### src/common/nvm_ctrl_pkg.sv
// package: register offsets, bit positions, reset values and timing for the flash self-write block
package nvm_ctrl_pkg;
   // register offsets on the core's register file bus
   localparam logic [8:0] off_irq_flags_2 = 9'h00d;
   localparam logic [8:0] off_irq_enables_2 = 9'h08d;
   localparam logic [8:0] off_data_low = 9'h10c;
   localparam logic [8:0] off_address_low = 9'h10d;
   localparam logic [8:0] off_data_high = 9'h10e;
   localparam logic [8:0] off_address_high = 9'h10f;
   localparam logic [8:0] off_control = 9'h18c;
   localparam logic [8:0] off_unlock_port = 9'h18d;
   // control register bit positions
   localparam int bit_rd = 0;
   localparam int bit_wr = 1;
   localparam int bit_write_enable_bit = 2;
   localparam int bit_write_error_bit = 3;
   localparam int bit_free = 4;
   localparam int bit_pgd = 7;
   // write-complete flag / enable position in the peripheral irq registers
   localparam int bit_wc_flag = 4;
   // unlock keys
   localparam logic [7:0] unlock_key_1 = 8'h55;
   localparam logic [7:0] unlock_key_2 = 8'haa;
   // buffer geometry and erased value
   localparam int buf_words = 4;
   localparam int word_bits = 14;
   localparam logic [13:0] erased_word = 14'h3fff;
   localparam logic [1:0] last_slot = 2'h3;
   localparam int row_low_bits = 5;
   // reset values
   localparam logic [7:0] irq_reset = 8'h00;
   // timing at 25 MHz
   localparam int clk_mhz = 25;
   localparam int prog_time_us = 2000;
   localparam int prog_cycles = prog_time_us * clk_mhz;
   localparam int pwrt_time_ms = 72;
   localparam int pwrt_cycles = pwrt_time_ms * 1000 * clk_mhz;
   // core pipeline: one instruction runs, one is discarded before the halt
   localparam int setup_cycles = 2;
endpackage

### src/common/nvm_array_if.sv
// interface: controller to flash array program/erase handshake
`timescale 1ns/100ps
interface nvm_array_if;
   logic start;
   logic erase;
   logic [12:0] addr;
   logic [55:0] data;
   logic busy;
   logic done;
   modport ctrl (output start, output erase, output addr, output data, input busy, input done);
   modport timer (input start, input erase, input addr, input data, output busy, output done);
endinterface

### src/hdl/nvm_op_timer.sv
// operation timer: counts the long program or erase time after a start
`timescale 1ns/100ps
module nvm_op_timer #(
   parameter int op_cycles = nvm_ctrl_pkg::prog_cycles
) (
   input wire logic clk,
   input wire logic arst_n,
   nvm_array_if.timer arr
);
   logic [31:0] cnt_ff;
   logic busy_ff;
   logic done_ff;

   // single run counter; a new start while busy is not possible by design
   always_ff @(posedge clk or negedge arst_n) begin
      if (!arst_n) begin
         cnt_ff <= 32'h0;
         busy_ff <= 1'b0;
         done_ff <= 1'b0;
      end else begin
         done_ff <= 1'b0;
         if (arr.start && !busy_ff) begin
            busy_ff <= 1'b1;
            cnt_ff <= 32'(op_cycles - 1);
         end else if (busy_ff) begin
            if (cnt_ff == 32'h0) begin
               busy_ff <= 1'b0;
               done_ff <= 1'b1;
            end else begin
               cnt_ff <= cnt_ff - 32'h1;
            end
         end
      end
   end

   assign arr.busy = busy_ff;
   assign arr.done = done_ff;
endmodule // nvm_op_timer

### src/hdl/program_flash_self_write_ctrl.sv
// flash self-write controller: buffer loads, four-word programs, row erases, core stall
`timescale 1ns/100ps
module program_flash_self_write_ctrl #(
   parameter int op_cycles = nvm_ctrl_pkg::prog_cycles,
   parameter int pwrt_cycles = nvm_ctrl_pkg::pwrt_cycles
) (
   input wire logic clk,
   input wire logic arst_n,
   input wire logic por_n,
   input wire logic [8:0] reg_addr,
   input wire logic reg_wr,
   input wire logic [7:0] reg_wdata,
   output logic [7:0] reg_rdata,
   input wire logic [1:0] write_protect_field,
   input wire logic [12:0] protect_limit,
   input wire logic program_protect,
   input wire logic data_protect,
   input wire logic ext_access_req,
   input wire logic ext_to_eeprom,
   input wire logic ext_write,
   output logic ext_access_ok,
   output logic discard_next,
   output logic core_halt_signal,
   output logic write_complete_flag,
   output logic write_complete_irq_enable,
   output logic array_start,
   output logic array_erase,
   output logic [12:0] array_addr,
   output logic [55:0] array_data
);
   typedef enum logic [1:0] {st_idle, st_setup, st_busy} op_state_t;

   op_state_t state_ff;
   logic [7:0] data_low_ff;
   logic [5:0] data_high_ff;
   logic [7:0] address_low_ff;
   logic [4:0] address_high_ff;
   logic program_memory_select_ff;
   logic erase_select_ff;
   logic write_enable_bit_ff;
   logic write_error_bit_ff;
   logic wr_ff;
   logic wc_flag_ff;
   logic wc_ie_ff;
   logic [1:0] unlock_ff;
   logic [13:0] buf_ff [nvm_ctrl_pkg::buf_words];
   logic [1:0] setup_cnt_ff;
   logic pwrt_done_ff;
   logic [31:0] pwrt_cnt_ff;
   logic active_ff;
   logic is_erase_ff;
   logic [12:0] tgt_addr;
   logic wr_ctl;
   logic wr_unlock;
   logic start_req;
   logic start_ok;
   logic slot_last;
   logic [12:0] full_addr;
   logic protected_hit;
   logic op_done;
   logic [55:0] flat_buf;

   nvm_array_if arr();

   nvm_op_timer #(.op_cycles(op_cycles)) u_timer (
      .clk(clk),
      .arst_n(arst_n),
      .arr(arr.timer)
   );

   assign full_addr = {address_high_ff, address_low_ff};
   assign tgt_addr = erase_select_ff ? {full_addr[12:5], 5'h00} : {full_addr[12:2], 2'b00};
   assign wr_ctl = reg_wr && (reg_addr == nvm_ctrl_pkg::off_control);
   assign wr_unlock = reg_wr && (reg_addr == nvm_ctrl_pkg::off_unlock_port);
   assign slot_last = (address_low_ff[1:0] == nvm_ctrl_pkg::last_slot);
   assign op_done = arr.done;

   // protected span from address 0: limit times 1, 2, 4; code 11 protects none
   // base of group or row is checked, so a partly protected target is refused too
   always_comb begin
      case (write_protect_field)
         2'h0: protected_hit = tgt_addr < protect_limit;
         2'h1: protected_hit = {1'b0, tgt_addr} < {protect_limit, 1'b0};
         2'h2: protected_hit = {2'b00, tgt_addr} < {protect_limit, 2'b00};
         default: protected_hit = 1'b0;
      endcase
   end

   // start request: write of 1 to the start bit with enable, unlock and no busy op
   assign start_req = wr_ctl && reg_wdata[nvm_ctrl_pkg::bit_wr];
   assign start_ok = start_req && write_enable_bit_ff
      && (unlock_ff == 2'h2) && pwrt_done_ff
      && program_memory_select_ff && (state_ff == st_idle) && !wr_ff;

   // unlock recogniser; the port stores nothing, only the sequence state
   always_ff @(posedge clk or negedge arst_n) begin
      if (!arst_n) begin
         unlock_ff <= 2'h0;
      end else if (wr_unlock) begin
         if (reg_wdata == nvm_ctrl_pkg::unlock_key_1) begin
            unlock_ff <= 2'h1;
         end else if (reg_wdata == nvm_ctrl_pkg::unlock_key_2 && unlock_ff == 2'h1) begin
            unlock_ff <= 2'h2;
         end else begin
            unlock_ff <= 2'h0;
         end
      end else if (wr_ctl) begin
         unlock_ff <= 2'h0; // any control write consumes or breaks the sequence
      end
   end

   // power-up timer; power-on reset restarts it, other resets do not
   always_ff @(posedge clk or negedge por_n) begin
      if (!por_n) begin
         pwrt_cnt_ff <= 32'h0;
         pwrt_done_ff <= 1'b0;
      end else if (!pwrt_done_ff) begin
         if (pwrt_cnt_ff == 32'(pwrt_cycles - 1)) begin
            pwrt_done_ff <= 1'b1;
         end else begin
            pwrt_cnt_ff <= pwrt_cnt_ff + 32'h1;
         end
      end
   end

   // address and data registers; data registers keep contents through resets
   always_ff @(posedge clk) begin
      if (reg_wr && reg_addr == nvm_ctrl_pkg::off_data_low) begin
         data_low_ff <= reg_wdata;
      end
      if (reg_wr && reg_addr == nvm_ctrl_pkg::off_data_high) begin
         data_high_ff <= reg_wdata[5:0];
      end
      if (reg_wr && reg_addr == nvm_ctrl_pkg::off_address_low) begin
         address_low_ff <= reg_wdata;
      end
      if (reg_wr && reg_addr == nvm_ctrl_pkg::off_address_high) begin
         address_high_ff <= reg_wdata[4:0];
      end
   end

   // control bits; enable cleared on power-on only, as the other resets leave it
   always_ff @(posedge clk or negedge por_n) begin
      if (!por_n) begin
         write_enable_bit_ff <= 1'b0;
         program_memory_select_ff <= 1'b0;
         erase_select_ff <= 1'b0;
      end else if (wr_ctl) begin
         write_enable_bit_ff <= reg_wdata[nvm_ctrl_pkg::bit_write_enable_bit];
         program_memory_select_ff <= reg_wdata[nvm_ctrl_pkg::bit_pgd];
         erase_select_ff <= reg_wdata[nvm_ctrl_pkg::bit_free];
      end
   end

   // tracks a running operation so a warm reset can report it
   always_ff @(posedge clk or negedge por_n) begin
      if (!por_n) begin
         active_ff <= 1'b0;
      end else if (!arst_n) begin
         active_ff <= 1'b0;
      end else begin
         active_ff <= (state_ff != st_idle);
      end
   end

   // error bit: set by an aborted operation, cleared by software writing 0
   always_ff @(posedge clk or negedge por_n) begin
      if (!por_n) begin
         write_error_bit_ff <= 1'b0;
      end else if (active_ff && !arst_n) begin
         write_error_bit_ff <= 1'b1;
      end else if (wr_ctl && !reg_wdata[nvm_ctrl_pkg::bit_write_error_bit]) begin
         write_error_bit_ff <= 1'b0;
      end
   end

   // operation sequencer: setup lets one instruction run, one is discarded, then halt
   always_ff @(posedge clk or negedge arst_n) begin
      if (!arst_n) begin
         state_ff <= st_idle;
         setup_cnt_ff <= 2'h0;
         wr_ff <= 1'b0;
         is_erase_ff <= 1'b0;
      end else begin
         case (state_ff)
            st_idle: begin
               wr_ff <= 1'b0;
               if (start_ok) begin
                  if (erase_select_ff) begin
                     wr_ff <= !protected_hit;
                     is_erase_ff <= 1'b1;
                     if (!protected_hit) begin
                        state_ff <= st_setup;
                     end
                  end else if (slot_last) begin
                     wr_ff <= !protected_hit;
                     is_erase_ff <= 1'b0;
                     if (!protected_hit) begin
                        state_ff <= st_setup;
                     end
                  end else begin
                     wr_ff <= 1'b1; // short load, clears next cycle
                  end
                  setup_cnt_ff <= 2'(nvm_ctrl_pkg::setup_cycles - 1);
               end
            end
            st_setup: begin
               if (setup_cnt_ff == 2'h0) begin
                  state_ff <= st_busy;
               end else begin
                  setup_cnt_ff <= setup_cnt_ff - 2'h1;
               end
            end
            st_busy: begin
               if (op_done) begin
                  state_ff <= st_idle;
                  wr_ff <= 1'b0;
               end
            end
            default: state_ff <= st_idle;
         endcase
      end
   end

   // write buffer: load by slot, preset to erased value after every long write
   generate
      for (genvar i = 0; i < nvm_ctrl_pkg::buf_words; i++) begin : g_buf
         always_ff @(posedge clk or negedge arst_n) begin
            if (!arst_n) begin
               buf_ff[i] <= nvm_ctrl_pkg::erased_word;
            end else if (state_ff == st_busy && op_done && !is_erase_ff) begin
               buf_ff[i] <= nvm_ctrl_pkg::erased_word;
            end else if (start_ok && !erase_select_ff && address_low_ff[1:0] == 2'(i)) begin
               buf_ff[i] <= {data_high_ff, data_low_ff};
            end
         end
         assign flat_buf[i*nvm_ctrl_pkg::word_bits +: nvm_ctrl_pkg::word_bits] = buf_ff[i];
      end
   endgenerate

   // array command: launched when setup ends; group address forced to aligned base
   always_ff @(posedge clk or negedge arst_n) begin
      if (!arst_n) begin
         array_start <= 1'b0;
         array_erase <= 1'b0;
         array_addr <= 13'h0;
         array_data <= 56'h0;
      end else begin
         array_start <= (state_ff == st_setup) && (setup_cnt_ff == 2'h0);
         if (state_ff == st_setup) begin
            array_erase <= is_erase_ff;
            if (is_erase_ff) begin
               array_addr <= {full_addr[12:nvm_ctrl_pkg::row_low_bits], 5'h00};
            end else begin
               array_addr <= {full_addr[12:2], 2'b00};
               array_data <= flat_buf;
            end
         end
      end
   end

   assign arr.start = array_start;
   assign arr.erase = array_erase;
   assign arr.addr = array_addr;
   assign arr.data = array_data;

   // completion flag: hardware set wins over a software clear in the same cycle
   always_ff @(posedge clk or negedge arst_n) begin
      if (!arst_n) begin
         wc_flag_ff <= 1'b0;
         wc_ie_ff <= 1'b0;
      end else begin
         if (state_ff == st_busy && op_done) begin
            wc_flag_ff <= 1'b1;
         end else if (reg_wr && reg_addr == nvm_ctrl_pkg::off_irq_flags_2) begin
            wc_flag_ff <= reg_wdata[nvm_ctrl_pkg::bit_wc_flag];
         end
         if (reg_wr && reg_addr == nvm_ctrl_pkg::off_irq_enables_2) begin
            wc_ie_ff <= reg_wdata[nvm_ctrl_pkg::bit_wc_flag];
         end
      end
   end

   // core stall during the timed operation; discard marks the instruction after the next
   assign core_halt_signal = (state_ff == st_busy);
   assign discard_next = (state_ff == st_setup) && (setup_cnt_ff == 2'h0);
   assign write_complete_flag = wc_flag_ff;
   assign write_complete_irq_enable = wc_ie_ff;

   // external gating under code protection; internal paths unaffected
   always_comb begin
      ext_access_ok = ext_access_req;
      if (ext_to_eeprom && data_protect) begin
         ext_access_ok = 1'b0;
      end
      if (!ext_to_eeprom && ext_write && data_protect) begin
         ext_access_ok = 1'b0;
      end
      if (!ext_to_eeprom && program_protect) begin
         ext_access_ok = 1'b0;
      end
   end

   // register read mux; unlock port and unmapped offsets read zero
   always_comb begin
      reg_rdata = 8'h00;
      case (reg_addr)
         nvm_ctrl_pkg::off_irq_flags_2: reg_rdata[nvm_ctrl_pkg::bit_wc_flag] = wc_flag_ff;
         nvm_ctrl_pkg::off_irq_enables_2: reg_rdata[nvm_ctrl_pkg::bit_wc_flag] = wc_ie_ff;
         nvm_ctrl_pkg::off_data_low: reg_rdata = data_low_ff;
         nvm_ctrl_pkg::off_address_low: reg_rdata = address_low_ff;
         nvm_ctrl_pkg::off_data_high: reg_rdata = {2'b00, data_high_ff};
         nvm_ctrl_pkg::off_address_high: reg_rdata = {3'b000, address_high_ff};
         nvm_ctrl_pkg::off_control: begin
            reg_rdata[nvm_ctrl_pkg::bit_pgd] = program_memory_select_ff;
            reg_rdata[nvm_ctrl_pkg::bit_free] = erase_select_ff;
            reg_rdata[nvm_ctrl_pkg::bit_write_error_bit] = write_error_bit_ff;
            reg_rdata[nvm_ctrl_pkg::bit_write_enable_bit] = write_enable_bit_ff;
            reg_rdata[nvm_ctrl_pkg::bit_wr] = wr_ff;
         end
         default: reg_rdata = 8'h00;
      endcase
   end
endmodule // program_flash_self_write_ctrl

### config.mk
export PLATFORM = sky130hd
export DESIGN_NAME = program_flash_self_write_ctrl
export DESIGN_NICKNAME = d
export VERILOG_FILES = /design/src/common/nvm_ctrl_pkg.sv /design/src/common/nvm_array_if.sv /design/src/hdl/nvm_op_timer.sv /design/src/hdl/program_flash_self_write_ctrl.sv
export SDC_FILE = /design/constraint.sdc
export NUM_CORES = 1
export LEC_CHECK = 0
export BUFFER_PORTS_ARGS = -buffer_cell sky130_fd_sc_hd__buf_2
export CAP_MARGIN = 15
export CORE_MARGIN = 4
export CORE_UTILIZATION = 40
export DETAILED_ROUTE_END_ITERATION = 16
export HOLD_SLACK_MARGIN = 0.05
export PLACE_DENSITY = 0.55
export SLEW_MARGIN = 20
export SYNTH_ARGS = -nofsm -noshare
export SYNTH_HDL_FRONTEND = slang
export SYNTH_SLANG_ARGS = --single-unit
### constraint.sdc
create_clock -name clk -period 2.71 [get_ports clk]
set_input_delay 0.1355 -clock clk [delete_from_list [all_inputs] [get_ports clk]]
set_output_delay 0.1355 -clock clk [all_outputs]
set_load 0.05 [all_outputs]
Yosys cells after proc, flatten, opt, wreduce, memory -nomap -nowiden:

Cells that the tools add are included.

* register bits after elaboration: 236
* word-level logic and storage cells: 183
* bits of input ports: 41

* mux-type cells: 56
* equality and inequality tests: 26
* bitwise operators: 3
* $lt $le $gt $ge: 3
* reduce and logical (&&, ||, !) cells: 63
* add/sub/neg operators: 3

Operators with widths (count)
* 2-to-1 mux 14 bit: 8
* 2-to-1 mux 32 bit: 3
* equality test 9 bit, second input constant: 6
* adder 32 x 1 -> 32 bit, second input constant: 1
* equality test 32 x 21 -> 1 bit, second input constant: 1
* logical NOT 32 bit: 1
* subtractor 32 x 1 -> 32 bit, second input constant: 1
* logical AND 1 bit: 31
* 2-to-1 mux 2 bit: 12
* nonzero test 2 bit: 12
* 2-to-1 mux 1 bit: 22
* < comparator 13 x 15 -> 1 bit: 1
* one-hot mux 3 bit (5 select lines): 1
* < comparator 13 x 14 -> 1 bit: 1
* < comparator 13 bit: 1
* one-hot mux 2 bit (3 select lines): 2
* equality test 2 bit, second input constant: 5
* 2-to-1 mux 5 bit: 2
* equality test 9 x 4 -> 1 bit, second input constant: 1
* equality test 9 x 8 -> 1 bit, second input constant: 1
* equality test 2 x 1 -> 1 bit, second input constant: 4
* equality test 8 x 7 -> 1 bit, second input constant: 1
* equality test 8 bit, second input constant: 1
* logical NOT 1 bit: 8
* other kinds (14): 27

Longest topological paths before layout:

Gate-level depths: netlist (run 1).

* depth after elaboration: 13
* depth in mapped cells: 9
* mapped depth without buffers: 8

Modules after synthesis:

Synthesis (run 1) repeated with hierarchy kept, for this count alone.

* cells, all modules: 917
* area total of the unflattened synthesis: 10877.9 µm²

Modules (own cells, without submodules)
* program_flash_self_write_ctrl: seq. area each 5210.0 µm², cells each 726, area an instance 9067.4 µm², times used 1
* nvm_op_timer: seq. area each 850.8 µm², cells each 191, area an instance 1810.5 µm², times used 1

Worst setup path before layout (run 1):

OpenSTA, ideal clock, no wires.

* path kind: register to output
* start point: register wc_ie_ff (netlist: write_complete_irq_enable)
* end point: output reg_rdata[4]
* stages on the path, launching flop included: 4
* slack: 0.049 ns
* arrival time: 2.525 ns
* required time: 2.575 ns
* path through: dfrtp_1 > a22oi_1 > a21o_1 > o41ai_1

* cells in the longest elaborated chain, start to end: 1

RTL lines
* from (decl): RTL line program_flash_self_write_ctrl.sv:44 `logic wc_ie_ff;`
* from (signal assigned): RTL line program_flash_self_write_ctrl.sv:279 `wc_ie_ff <= reg_wdata[nvm_ctrl_pkg::bit_wc_flag];`
* one-hot mux 1 bit (7 select lines): RTL line program_flash_self_write_ctrl.sv:307 `case (reg_addr)`
* to (decl): RTL line program_flash_self_write_ctrl.sv:13 `output logic [7:0] reg_rdata,`

Every way passes these cells.

Worst setup path in the final report (run 1):

* start point: register u_timer.cnt_ff[4]
* end point: register u_timer.cnt_ff[11]

* cells in the longest elaborated chain, start to end: 4
* elaborated cells on any way between the ends: 7

RTL lines
* from (decl): RTL line nvm_op_timer.sv:10 `logic [31:0] cnt_ff;`
* from (signal assigned): RTL line nvm_op_timer.sv:24 `cnt_ff <= 32'(op_cycles - 1);`
* from (signal assigned): RTL line nvm_op_timer.sv:30 `cnt_ff <= cnt_ff - 32'h1;`
* subtractor 32 x 1 -> 32 bit: RTL line nvm_op_timer.sv:30
* 2-to-1 mux 32 bit: RTL line nvm_op_timer.sv:26 `if (cnt_ff == 32'h0) begin`
* 2-to-1 mux 32 bit: RTL line nvm_op_timer.sv:25 `end else if (busy_ff) begin`
* 2-to-1 mux 32 bit: RTL line nvm_op_timer.sv:22 `if (arr.start && !busy_ff) begin`

Parallel ways exist; a longest one is shown, timed or not. The select of a mux whose other input is x is not followed.
A chain may end at the register's enable or synchronous reset.

==> metrics, run 1 <==
outcome complete, no violations; MaxCap Viol Count 0; Via-to-Cell Ratio 5.29; fraction of registers with async set/reset 88.5%; Yosys warning count 0; crit path time final 2.43 ns; Nets 1102; Die ar. 0.0295 sq mm; post-synthesis register bit count 234; worst vdd ir 0.435 mV; sequential-to-total area share from yosys stat 56.4%; EDFF count, synth 27; Slowest cell on crit path or4_1; synth top area cells dfrtp_1 (35%), dfstp_2 (14%), edfxtp_1 (7.6%); CTS tree yes; main combinational cell family by area after synthesis simple AND/OR/NAND/NOR gates; Synth Area in XOR/XNOR 3.59%; first-pass GRT wire length 41.1 mm; Max Root-Sink Buffers 3; GP Congestion 0.865; simple-gate share of the synthesized area 14.2%; Synth Area per Inst 12.2 sq um; Hold Fails Final Rpt 0; met3 Usage GRT 3.38%; initial antenna violation count 4; GRT Residual Overflow 0; initial detailed-routing violation count 506; Post-Synthesis Cells 877; port bufs 122; Final WS setup 0.279 ns; final period utilization 89.7%; core area 0.0262 sq mm; vias in the first global route 7197; setup TNS 0 ns; Max Clk Rate 411 MHz; critical-path maximum fanout 10; design area 0.0128 sq mm; H-tree Lvls 1; setup bufs post-CTS 0; Cell Chain, Critical Path or4_1, nor3_4, nand4_2, o21ai_2, o311ai_0, o41ai_1; FILL cells 2363; Worst Setup Path Type register to register; HP Class input port to register; Data required, critical path 3.12 ns; Placed Area 0.0118 sq mm; Setup Viol. Count Final 0; CTS Root Cell clkbuf_16; met1 usage 24.5%; Worst-Skew Late Latency 0.53 ns; area fraction in compound gates after synthesis 6.62%; max-slew violation count 0; RSZ-0062 raised after global routing no; CP peak stage delay 0.66 ns; leading register cell type out of synthesis dfrtp_1; Vias 7331; Hold WS 0.0799 ns; drt total wl 26.0 mm; drt pass-1 iters 6; Synth Area in Adders 3.61%; drt wl/cell 18.7 um; cell row count 59; critical path startpoint category register; area of the multi-input gates 0.00443 sq mm; DP Wirelength 17.9 mm; Area Overhead vs Synth 19.2%; Rel. slew slack 39.9%; Initial Utilization 41.0%; dpl ws 0.233 ns; Worst Path Arrival 2.84 ns; die width 172 um; post-route ant nets 0; layout cells sized above 1 31.0%; Synth top area share 35.2%; Worst Max-Slew Pin Slew 0.901 ns; CTS clock-pin slew for the worst setup and hold paths 0.06 ns; pwr/cell area 568 mW/mm^2; mux contribution to synthesized area 13.0%; routing usage on met2 28.2%; Num CTS Buffers 26; Remaining DRCs 0; Boundary Pins 125; Cell Area, Synth 0.0107 sq mm; post-synth top area cell dfrtp_1; Leakage 5.06 nW; critical path endpoint category register; Total Routing Usage GR 17.5%; TritonCTS Sinks 234; skew final 0.0191 ns; Die Span Y 172 um; gr busiest metal met2; Synth cell types 75; largest net degree at the start of global routing 77; Reg area 0.00606 sq mm
## synth_stat cells (all sizes together), types with 4 or more instances
cell type    n
a2111oi      4
a21o         4
a21oi       15
a222oi       6
a22oi        6
and2         6
and3         9
buf         11
clkbuf      20
dfrtp      151
dfstp       56
edfxtp      27
ha          31
inv         28
mux2        71
mux2i       60
nand2      109
nand2b      10
nand3       24
nand4       13
nand4b       4
nor2        31
nor2b        4
nor3        18
nor3b        4
nor4        16
nor4b        4
o211ai       5
o21ai       17
o311ai       6
o31ai        6
o41ai        8
or2          4
or4          7
xnor2       22
xor2        22
## critical path: cells and delay by family, from the launching register on
kind | cells | cell delay, ns
compound gates | 3 | 0.72
flops | 1 | 0.42
simple gates | 3 | 1.16
## power breakdown
part           internal (mW)  total (mW)  switching [mW]
Sequential              3.56        3.56         0.00389
Combinational         0.0733       0.232           0.158
Clock                   2.07        3.48            1.41
Total                   5.71        7.27            1.57
## placed cells by master, fill, tap and decap left out, types with 6 or more instances in the layout
cell,count
a21oi_1,15
a222oi_1,6
a22oi_1,6
and3_1,9
buf_2,121
buf_4,18
clkbuf_1,10
clkbuf_16,28
dfrtp_1,151
dfstp_2,56
dlygate4sd3_1,13
edfxtp_1,27
ha_1,31
inv_1,28
mux2_2,71
mux2i_1,60
nand2_1,108
nand2b_1,10
nand3_1,24
nand4_1,12
nor2_1,30
nor3_1,15
nor4_1,14
o21ai_0,15
o31ai_1,6
o41ai_1,8
or4_1,6
xnor2_1,22
xor2_1,22
## logic make-up (layout without fill, tap and decap cells)
logic type | count (synthesis) | in the layout
AND/OR/NAND/NOR | 279 | 279
XOR/XNOR | 44 | 44
flip-flops | 234 | 234
AO/OA/AOI/OAI | 98 | 98
multiplexers | 131 | 131
buffers and inverters | 59 | 231
adder cells (fa/ha/maj) | 31 | 31
other | 1 | 4
## sequential cells by signal, indices dropped and copies added (netlist names), 2 cells and up
| register | cells |
|---|---|
| array_data | 56 |
| address_high_ff | 5 |
| setup_cnt_ff | 2 |
| array_addr | 11 |
| buf_ff | 56 |
| unlock_ff | 2 |
| state_ff | 2 |
| address_low_ff | 8 |
| data_low_ff | 8 |
| pwrt_cnt_ff | 32 |
| data_high_ff | 6 |
| u_timer.cnt_ff | 32 |
## cell type report
type                            count  share of cell area [%]
Antenna cell                        2                  0.0391
Clock buffer                       41                    6.09
Clock inverter                      7                   0.567
Inverter                           28                   0.821
Multi-Input combinational cell    585                    34.6
Sequential cell                   234                    47.4
Tap cell                          335                    3.28
Timing Repair Buffer              155                    7.21
## timing repair
item / CTS / global route
setup endpoints to repair: 0 / 1
hold buffers: 13 / 0
endpoints found under the hold margin: 122 / 0
gates resized for setup: 0 / 1
## metrics by stage
step                      std cells  util, %  total power, mW
final                          1387     48.8             7.27
after global routing           1387     48.8             7.54
after CTS                      1385     48.8             7.39
after detailed placement       1324     45.0             3.85
after global placement         1324     45.0             3.84
after floorplan                 878        -             3.70
## layer usage
metal	share of wire (%)	up-vias
met5	0.10	-
met3	5.3	44
met4	2.5	4
met2	46	172
met1	46	3616
li1	-	3495
## final timing paths
check | startpoint | endpoint | slack (ns) | cells past startpoint
worst max register to register | u_timer.cnt_ff[4] | u_timer.cnt_ff[11] | 0.28 | 6
worst max-delay path | u_timer.cnt_ff[4] | u_timer.cnt_ff[11] | 0.28 | 6
max in group asynchronous | arst_n | buf_ff[23] | 1.58 | 3
worst min register to register | pwrt_cnt_ff[13] | pwrt_cnt_ff[13] | 0.47 | 1
min in group asynchronous | arst_n | array_data[5] | 0.19 | 2
worst min-delay path | reg_addr[8] | write_complete_irq_enable | 0.08 | 4
Note: power is estimated with default switching activity, not from simulation.
==> run 2, diff against run 1 <==
--- a/config.mk
+++ b/config.mk
@@ -5,9 +5,9 @@
 export SDC_FILE = /design/constraint.sdc
 export NUM_CORES = 1
 export LEC_CHECK = 0
+export ABC_AREA = 1
 export BUFFER_PORTS_ARGS = -buffer_cell sky130_fd_sc_hd__buf_2
 export CAP_MARGIN = 15
-export CORE_MARGIN = 4
 export CORE_UTILIZATION = 40
 export DETAILED_ROUTE_END_ITERATION = 16
 export HOLD_SLACK_MARGIN = 0.05
==> run 2 against run 1 <==
  * Synthesized area increased by 11%
  * Worst setup slack improved by 0.051 ns
  * Via count increased by 33%
  * Design area increased by 7.9%
  * Largest cell class unchanged
==> metrics, run 2 <==
critical path startpoint category input port; Rel. slew slack 43.3% (+3.4 points); Worst Max-Slew Pin Slew 0.850 ns (-0.0506 ns); CP peak stage delay 0.52 ns (-0.14 ns); Final WS setup 0.330 ns (+0.0508 ns); drt wl/cell 15.1 um (-20%); Via-to-Cell Ratio 4.83 (-8.5%); critical-path maximum fanout 7 (-3); CTS Root Cell clkbuf_16; crit path time final 2.38 ns (-0.0508 ns); Leakage 7.16 nW (+42%); setup TNS 0 ns (unchanged); Worst Setup Path Type input port to primary output; Vias 9761 (+33%); most frequent cells in the layout nand2_1 (585), dfrtp_1 (151), inv_1 (144); Post-Synthesis Cells 1482 (+69%); Die ar. 0.0305 sq mm (+3.3%); Num CTS Buffers 26 (unchanged); post-synthesis register bit count 234 (unchanged); Hold Fails Final Rpt 0 (unchanged); dpl ws 0.562 ns (+0.330 ns); GRT Residual Overflow 0 (unchanged); RSZ-0062 raised after global routing no; Cell Chain, Critical Path dlygate4sd3_1, buf_2, inv_2, nor3_1, nand3_1, o22ai_1, inv_1, o2111ai_1, buf_2; Max Root-Sink Buffers 3 (unchanged); final period utilization 87.8% (-1.9 points); Yosys warning count 0 (unchanged); drt pass-1 iters 5 (-1); Initial Utilization 41.1% (+0.14 points); sequential-to-total area share from yosys stat 50.8% (-5.6 points); outcome complete, no violations; Cell Area, Synth 0.0119 sq mm (+11%); leading register cell type out of synthesis dfrtp_1; initial antenna violation count 0 (-4); fraction of registers with async set/reset 88.5% (unchanged); biggest regs array_data x56, buf_ff x56; initial detailed-routing violation count 752 (+49%); Data required, critical path 2.57 ns (-0.55 ns); largest net degree at the start of global routing 74 (-3.9%); drt total wl 30.4 mm (+17%); setup bufs post-CTS 0 (unchanged); Synth top area share 31.7% (-3.5 points); Synth cell types 42 (-44%); Boundary Pins 125 (unchanged); pwr/cell area 510 mW/mm^2 (-10%); die width 175 um (+1.7%); post-route ant nets 0 (unchanged); cts hold-fix bufs 12 (-1); core area 0.0290 sq mm (+11%); vias in the first global route 9421 (+31%); DP Wirelength 21.6 mm (+21%); worst vdd ir 0.458 mV (+5.2%); first-pass GRT wire length 49.9 mm (+21%); max-slew violation count 0 (unchanged); count leader, synth nand2_1; layout cells sized above 1 15.3% (-16 points); TritonCTS Sinks 234 (unchanged); cell row count 62 (+5.1%); synth top area cells dfrtp_1 (32%), nand2_1 (18%), dfstp_2 (12%); HP Class input port to register; most used cell, CP buf_2; Synth Area per Inst 8.05 sq um (-34%); post-synth top area cell dfrtp_1; Max Clk Rate 420 MHz (+2.1%); Ant. Diodes 0 (-2); most common cell after layout, fill and taps aside nand2_1; Layout Cells excl Fill 2019 (+46%); FILL cells 2941 (+24%); Post-Place Cells 1959 (+48%); critical path endpoint category primary output; GP Congestion 0.892 (+3.0%); MaxCap Viol Count 0 (unchanged); H-tree Lvls 1 (unchanged); Setup Viol. Count Final 0 (unchanged); Remaining DRCs 0 (unchanged); Worst Path Arrival 2.24 ns (-0.60 ns); Area Overhead vs Synth 15.8%; EDFF count, synth 27 (unchanged); Nets 1687 (+53%); post-CTS resize count 0 (unchanged); CTS tree yes; Worst-Skew Late Latency 0.53 ns (about the same); port bufs 122 (unchanged); CTS clock-pin slew for the worst setup and hold paths 0.05 ns (about the same); Total Routing Usage GR 20.3% (+2.7 points); Slowest cell on crit path dlygate4sd3_1; skew final 0.0179 ns (-0.00114 ns); top cells by count, synth nand2_1 (585), dfrtp_1 (151), inv_1 (144), nor2_1 (113), nand3_1 (92); Die Span Y 175 um (+1.7%)
[run 2: power breakdown]
group | switching (mW) | internal [mW]
registers | 0.00280 | 3.56
clock network | 1.39 | 1.86
logic | 0.164 | 0.0714
[run 2: area by class of cell]
cell class | instances | area (sq um) | share of cell area (%)
multi-input cells | 1056 | 5070 | 36.7
well taps | 384 | 480 | 3.48
clock inverters | 5 | 40.0 | 0.290
inverters | 149 | 562 | 4.07
flip-flops and latches | 234 | 6060 | 43.9
clock buffers | 43 | 738 | 5.35
repair buffers | 148 | 855 | 6.19
[run 2: kinds of logic after synthesis]
group                      after synthesis  share of synthesized area, %
other                                    1                        0.0314
muxes                                    1                        0.0944
and+or+nand+nor                        866                          30.5
xor gates and xnor gates                51                          3.74
adders and majority gates               31                          3.25
buffers and inverters                  193                          6.72
DFF                                    234                          50.8
AOI/OAI and AO/OA                      105                          4.80
[run 2: routing by layer]
metal  global-route usage [%]  routed length, um
met4                     5.43                766
met2                     33.3              14100
met1                     28.3              14500
met5                        0                  0
met3                     2.33               1090
[run 2: through the flow]
step | cell area, sq um | total power, mW | utilization [%] | hold slack, ns
after floorplan | 11900 | 3.71 | - | -0.160
after global placement | 12900 | 3.85 | 44.5 | 0.179
after detailed placement | 12900 | 3.85 | 44.5 | 0.177
after CTS | 13800 | 7.16 | 47.6 | 0.0813
after global routing | 13800 | 7.30 | 47.6 | 0.135
final | 13800 | 7.04 | 47.6 | 0.0927
[run 2: critical path: cells and delay by family]
| family | cells | cell delay [ns] |
|---|---|---|
| AND/OR/NAND/NOR | 2 | 0.54 |
| AO/OA/AOI/OAI | 2 | 0.42 |
| buffers and inverters | 5 | 1.15 |
[run 2: worst paths after layout]
check | startpoint | to | slack [ns] | cells past startpoint
max | reg_addr[8] | reg_rdata[3] | 0.33 | 9
min | reg_addr[0] | write_complete_irq_enable | 0.09 | 5
max reg2reg | u_timer.cnt_ff[26] | u_timer.cnt_ff[2] | 0.60 | 8
min reg2reg | active_ff | write_error_bit_ff | 0.45 | 2
max in group asynchronous | arst_n | buf_ff[31] | 1.57 | 3
min in group asynchronous | arst_n | array_data[49] | 0.18 | 2
==> run 3, diff against run 2 <==
--- a/config.mk
+++ b/config.mk
@@ -6,12 +6,14 @@
 export NUM_CORES = 1
 export LEC_CHECK = 0
 export ABC_AREA = 1
+export ABC_CLOCK_PERIOD_IN_PS = 2710
 export BUFFER_PORTS_ARGS = -buffer_cell sky130_fd_sc_hd__buf_2
 export CAP_MARGIN = 15
 export CORE_UTILIZATION = 40
 export DETAILED_ROUTE_END_ITERATION = 16
+export GPL_TIMING_DRIVEN = 0
 export HOLD_SLACK_MARGIN = 0.05
-export PLACE_DENSITY = 0.55
+export PLACE_DENSITY = 0.68
 export SLEW_MARGIN = 20
 export SYNTH_ARGS = -nofsm -noshare
 export SYNTH_HDL_FRONTEND = slang
==> run 3 against run 2 <==
  * Combinational power is essentially flat
  * Global-route usage grew 0.13 points
  * Wire length is essentially flat
  * Flip-flop and latch count is the same
  * Core utilization grew 0.81 points
  * Highest routed layer unchanged
  * Maximum frequency shrank 3.7%
==> metrics, run 3 (synthesized netlist as in run 2, its figures left out) <==
outcome complete, no violations; Reg power frac 48.5% (-2.1 points); critical-path maximum fanout 10 (+3); max-slew violation count 0 (unchanged); final period utilization 91.2% (+3.4 points); first-pass GRT wire length 50.8 mm (+1.7%); CTS Root Cell clkbuf_16; Total Routing Usage GR 20.4% (+0.13 points); CTS tree yes; Tot Pwr 7.35 mW (+4.3%); met3 Usage GRT 2.59% (+0.26 points); Max Clk Rate 404 MHz (-3.7%); CTS clock-pin slew for the worst setup and hold paths 0.06 ns (about the same); Num CTS Buffers 25 (-3.8%); Worst Setup Path Type register to primary output; RSZ-0062 raised after global routing no; Clk network pwr share 48.3% (+2.2 points); HP Class input port to register; Placed Area 0.0131 sq mm (+1.2%); Via-to-Cell Ratio 4.91 (+1.5%); skew final 0.00861 ns (-0.00930 ns); Hold Crit Depth 5 (unchanged); initial antenna violation count 0 (unchanged); post-CTS resize count 0 (unchanged); most used cell, CP nor2_1; design area 0.0140 sq mm (+1.7%); critical path endpoint category primary output; Leakage 7.27 nW (+1.5%); final core utilization 48.4% (+0.81 points); gr busiest metal met2; GRT Residual Overflow 0 (unchanged); setup TNS 0 ns (unchanged); Layout Cells excl Fill 2048 (+1.4%); crit path time final 2.47 ns (+0.0924 ns); Post-Place Cells 1990 (+1.6%); H-tree Lvls 1 (unchanged); Rel. slew slack 40.5% (-2.8 points); Data required, critical path 2.57 ns (about the same); routing usage on met2 34.4% (+1.2 points); biggest regs array_data x56, buf_ff x56; drt wl/cell 14.8 um (-1.4%); Area Overhead vs Synth 17.7%; Worst Path Arrival 2.34 ns (+0.10 ns); CP peak stage delay 0.39 ns (-0.13 ns); cts hold-fix bufs 12 (unchanged); Remaining DRCs 0 (unchanged); Final WS setup 0.238 ns (-0.0924 ns); cell row count 62 (unchanged); Ant. Diodes 0 (unchanged); met1 usage 27.6% (-0.69 points); Nets 1717 (+1.8%); Die Span Y 175 um (unchanged); Hold Fails Final Rpt 0 (unchanged); GP Congestion 0.944 (+5.8%); internal power 5.76 mW (+5.0%); core area 0.0290 sq mm (unchanged); post-route ant nets 0 (unchanged); net load switching power 1.59 mW (+2.0%); Switching Share 21.6% (-0.49 points); layout cells sized above 1 15.9% (+0.57 points); Slowest cell on crit path dfrtp_1; largest net degree at the start of global routing 102 (+38%); initial detailed-routing violation count 766 (+1.9%); Setup Viol. Count Final 0 (unchanged); die width 175 um (unchanged); worst vdd ir 0.431 mV (-5.9%); MaxCap Viol Count 0 (unchanged); Initial Utilization 41.1% (unchanged); most common cell after layout, fill and taps aside nand2_1; Boundary Pins 125 (unchanged); port bufs 122 (unchanged); drt total wl 30.4 mm (about the same); most frequent cells in the layout nand2_1 (585), dfrtp_1 (151), inv_1 (144); Vias 10100 (+3.0%); pwr/cell area 523 mW/mm^2 (+2.6%); critical path startpoint category register; Cell Chain, Critical Path nor2_1, inv_1, clkbuf_1, nor2_1, buf_2; vias in the first global route 9939 (+5.5%); Worst Max-Slew Pin Slew 0.892 ns (+0.0418 ns); Worst-Skew Late Latency 0.53 ns (about the same); setup bufs post-CTS 0 (unchanged); Hold WS 0.0922 ns (-0.000486 ns); R2R depth 9 (+1); TritonCTS Sinks 234 (unchanged); dpl ws 0.335 ns (-0.228 ns); DP Wirelength 22.6 mm (+4.3%); Max Root-Sink Buffers 3 (unchanged); Die ar. 0.0305 sq mm (unchanged); Comb pwr share 3.2% (about the same); drt pass-1 iters 5 (unchanged)
-- run 3: changes by cell type in the layout (fill, tap and decap cells not counted), sizes merged --
cell / before / now
clkbuf: 43 / 51
inv: 148 / 149
clkinvlp: 0 / 2
bufinv: 0 / 3
clkinv: 6 / 7
buf: 136 / 150
-- run 3: layer usage --
metal / wire length [um] / up-vias
met1: 13900 / 4733
li1: - / 5030
met4: 681 / 0
met3: 1490 / 41
met2: 14300 / 249
met5: 0 / -
-- run 3: critical path, delay by kind of cell (launching register included) --
family                 cells  cell delay (ns)
DFF                        1             0.39
buffers and inverters      3             0.80
and+or+nand+nor            2             0.62
-- run 3: final cells by class --
cell class                      count  area (sq um)
Fill cell                        2810         15000
Sequential cell                   234          6060
Multi-Input combinational cell   1056          5070
Timing Repair Buffer              135           768
Clock buffer                       34           709
Inverter                          149           559
Tap cell                          384           480
Buffer                             44           243
Clock inverter                     12           153
-- run 3: path summary, 6_finish.rpt --
kind	slack [ns]	from	to
worst max-delay path	0.24	state_ff[1]	discard_next
worst min-delay path	0.09	reg_addr[0]	write_complete_irq_enable
worst max register to register	0.36	u_timer.cnt_ff[24]	u_timer.cnt_ff[22]
worst min register to register	0.45	active_ff	write_error_bit_ff
max in group asynchronous	1.65	arst_n	buf_ff[53]
min in group asynchronous	0.16	arst_n	array_data[49]
-- run 3: power by group through the flow --
stage / combinational (mW) / clock [mW] / sequential (mW)
after floorplan: 0.0837 / 0 / 3.63
after global placement: 0.212 / 0 / 3.62
after detailed placement: 0.225 / 0 / 3.62
after CTS: 0.240 / 3.62 / 3.56
after global routing: 0.269 / 3.76 / 3.56
final: 0.235 / 3.55 / 3.56
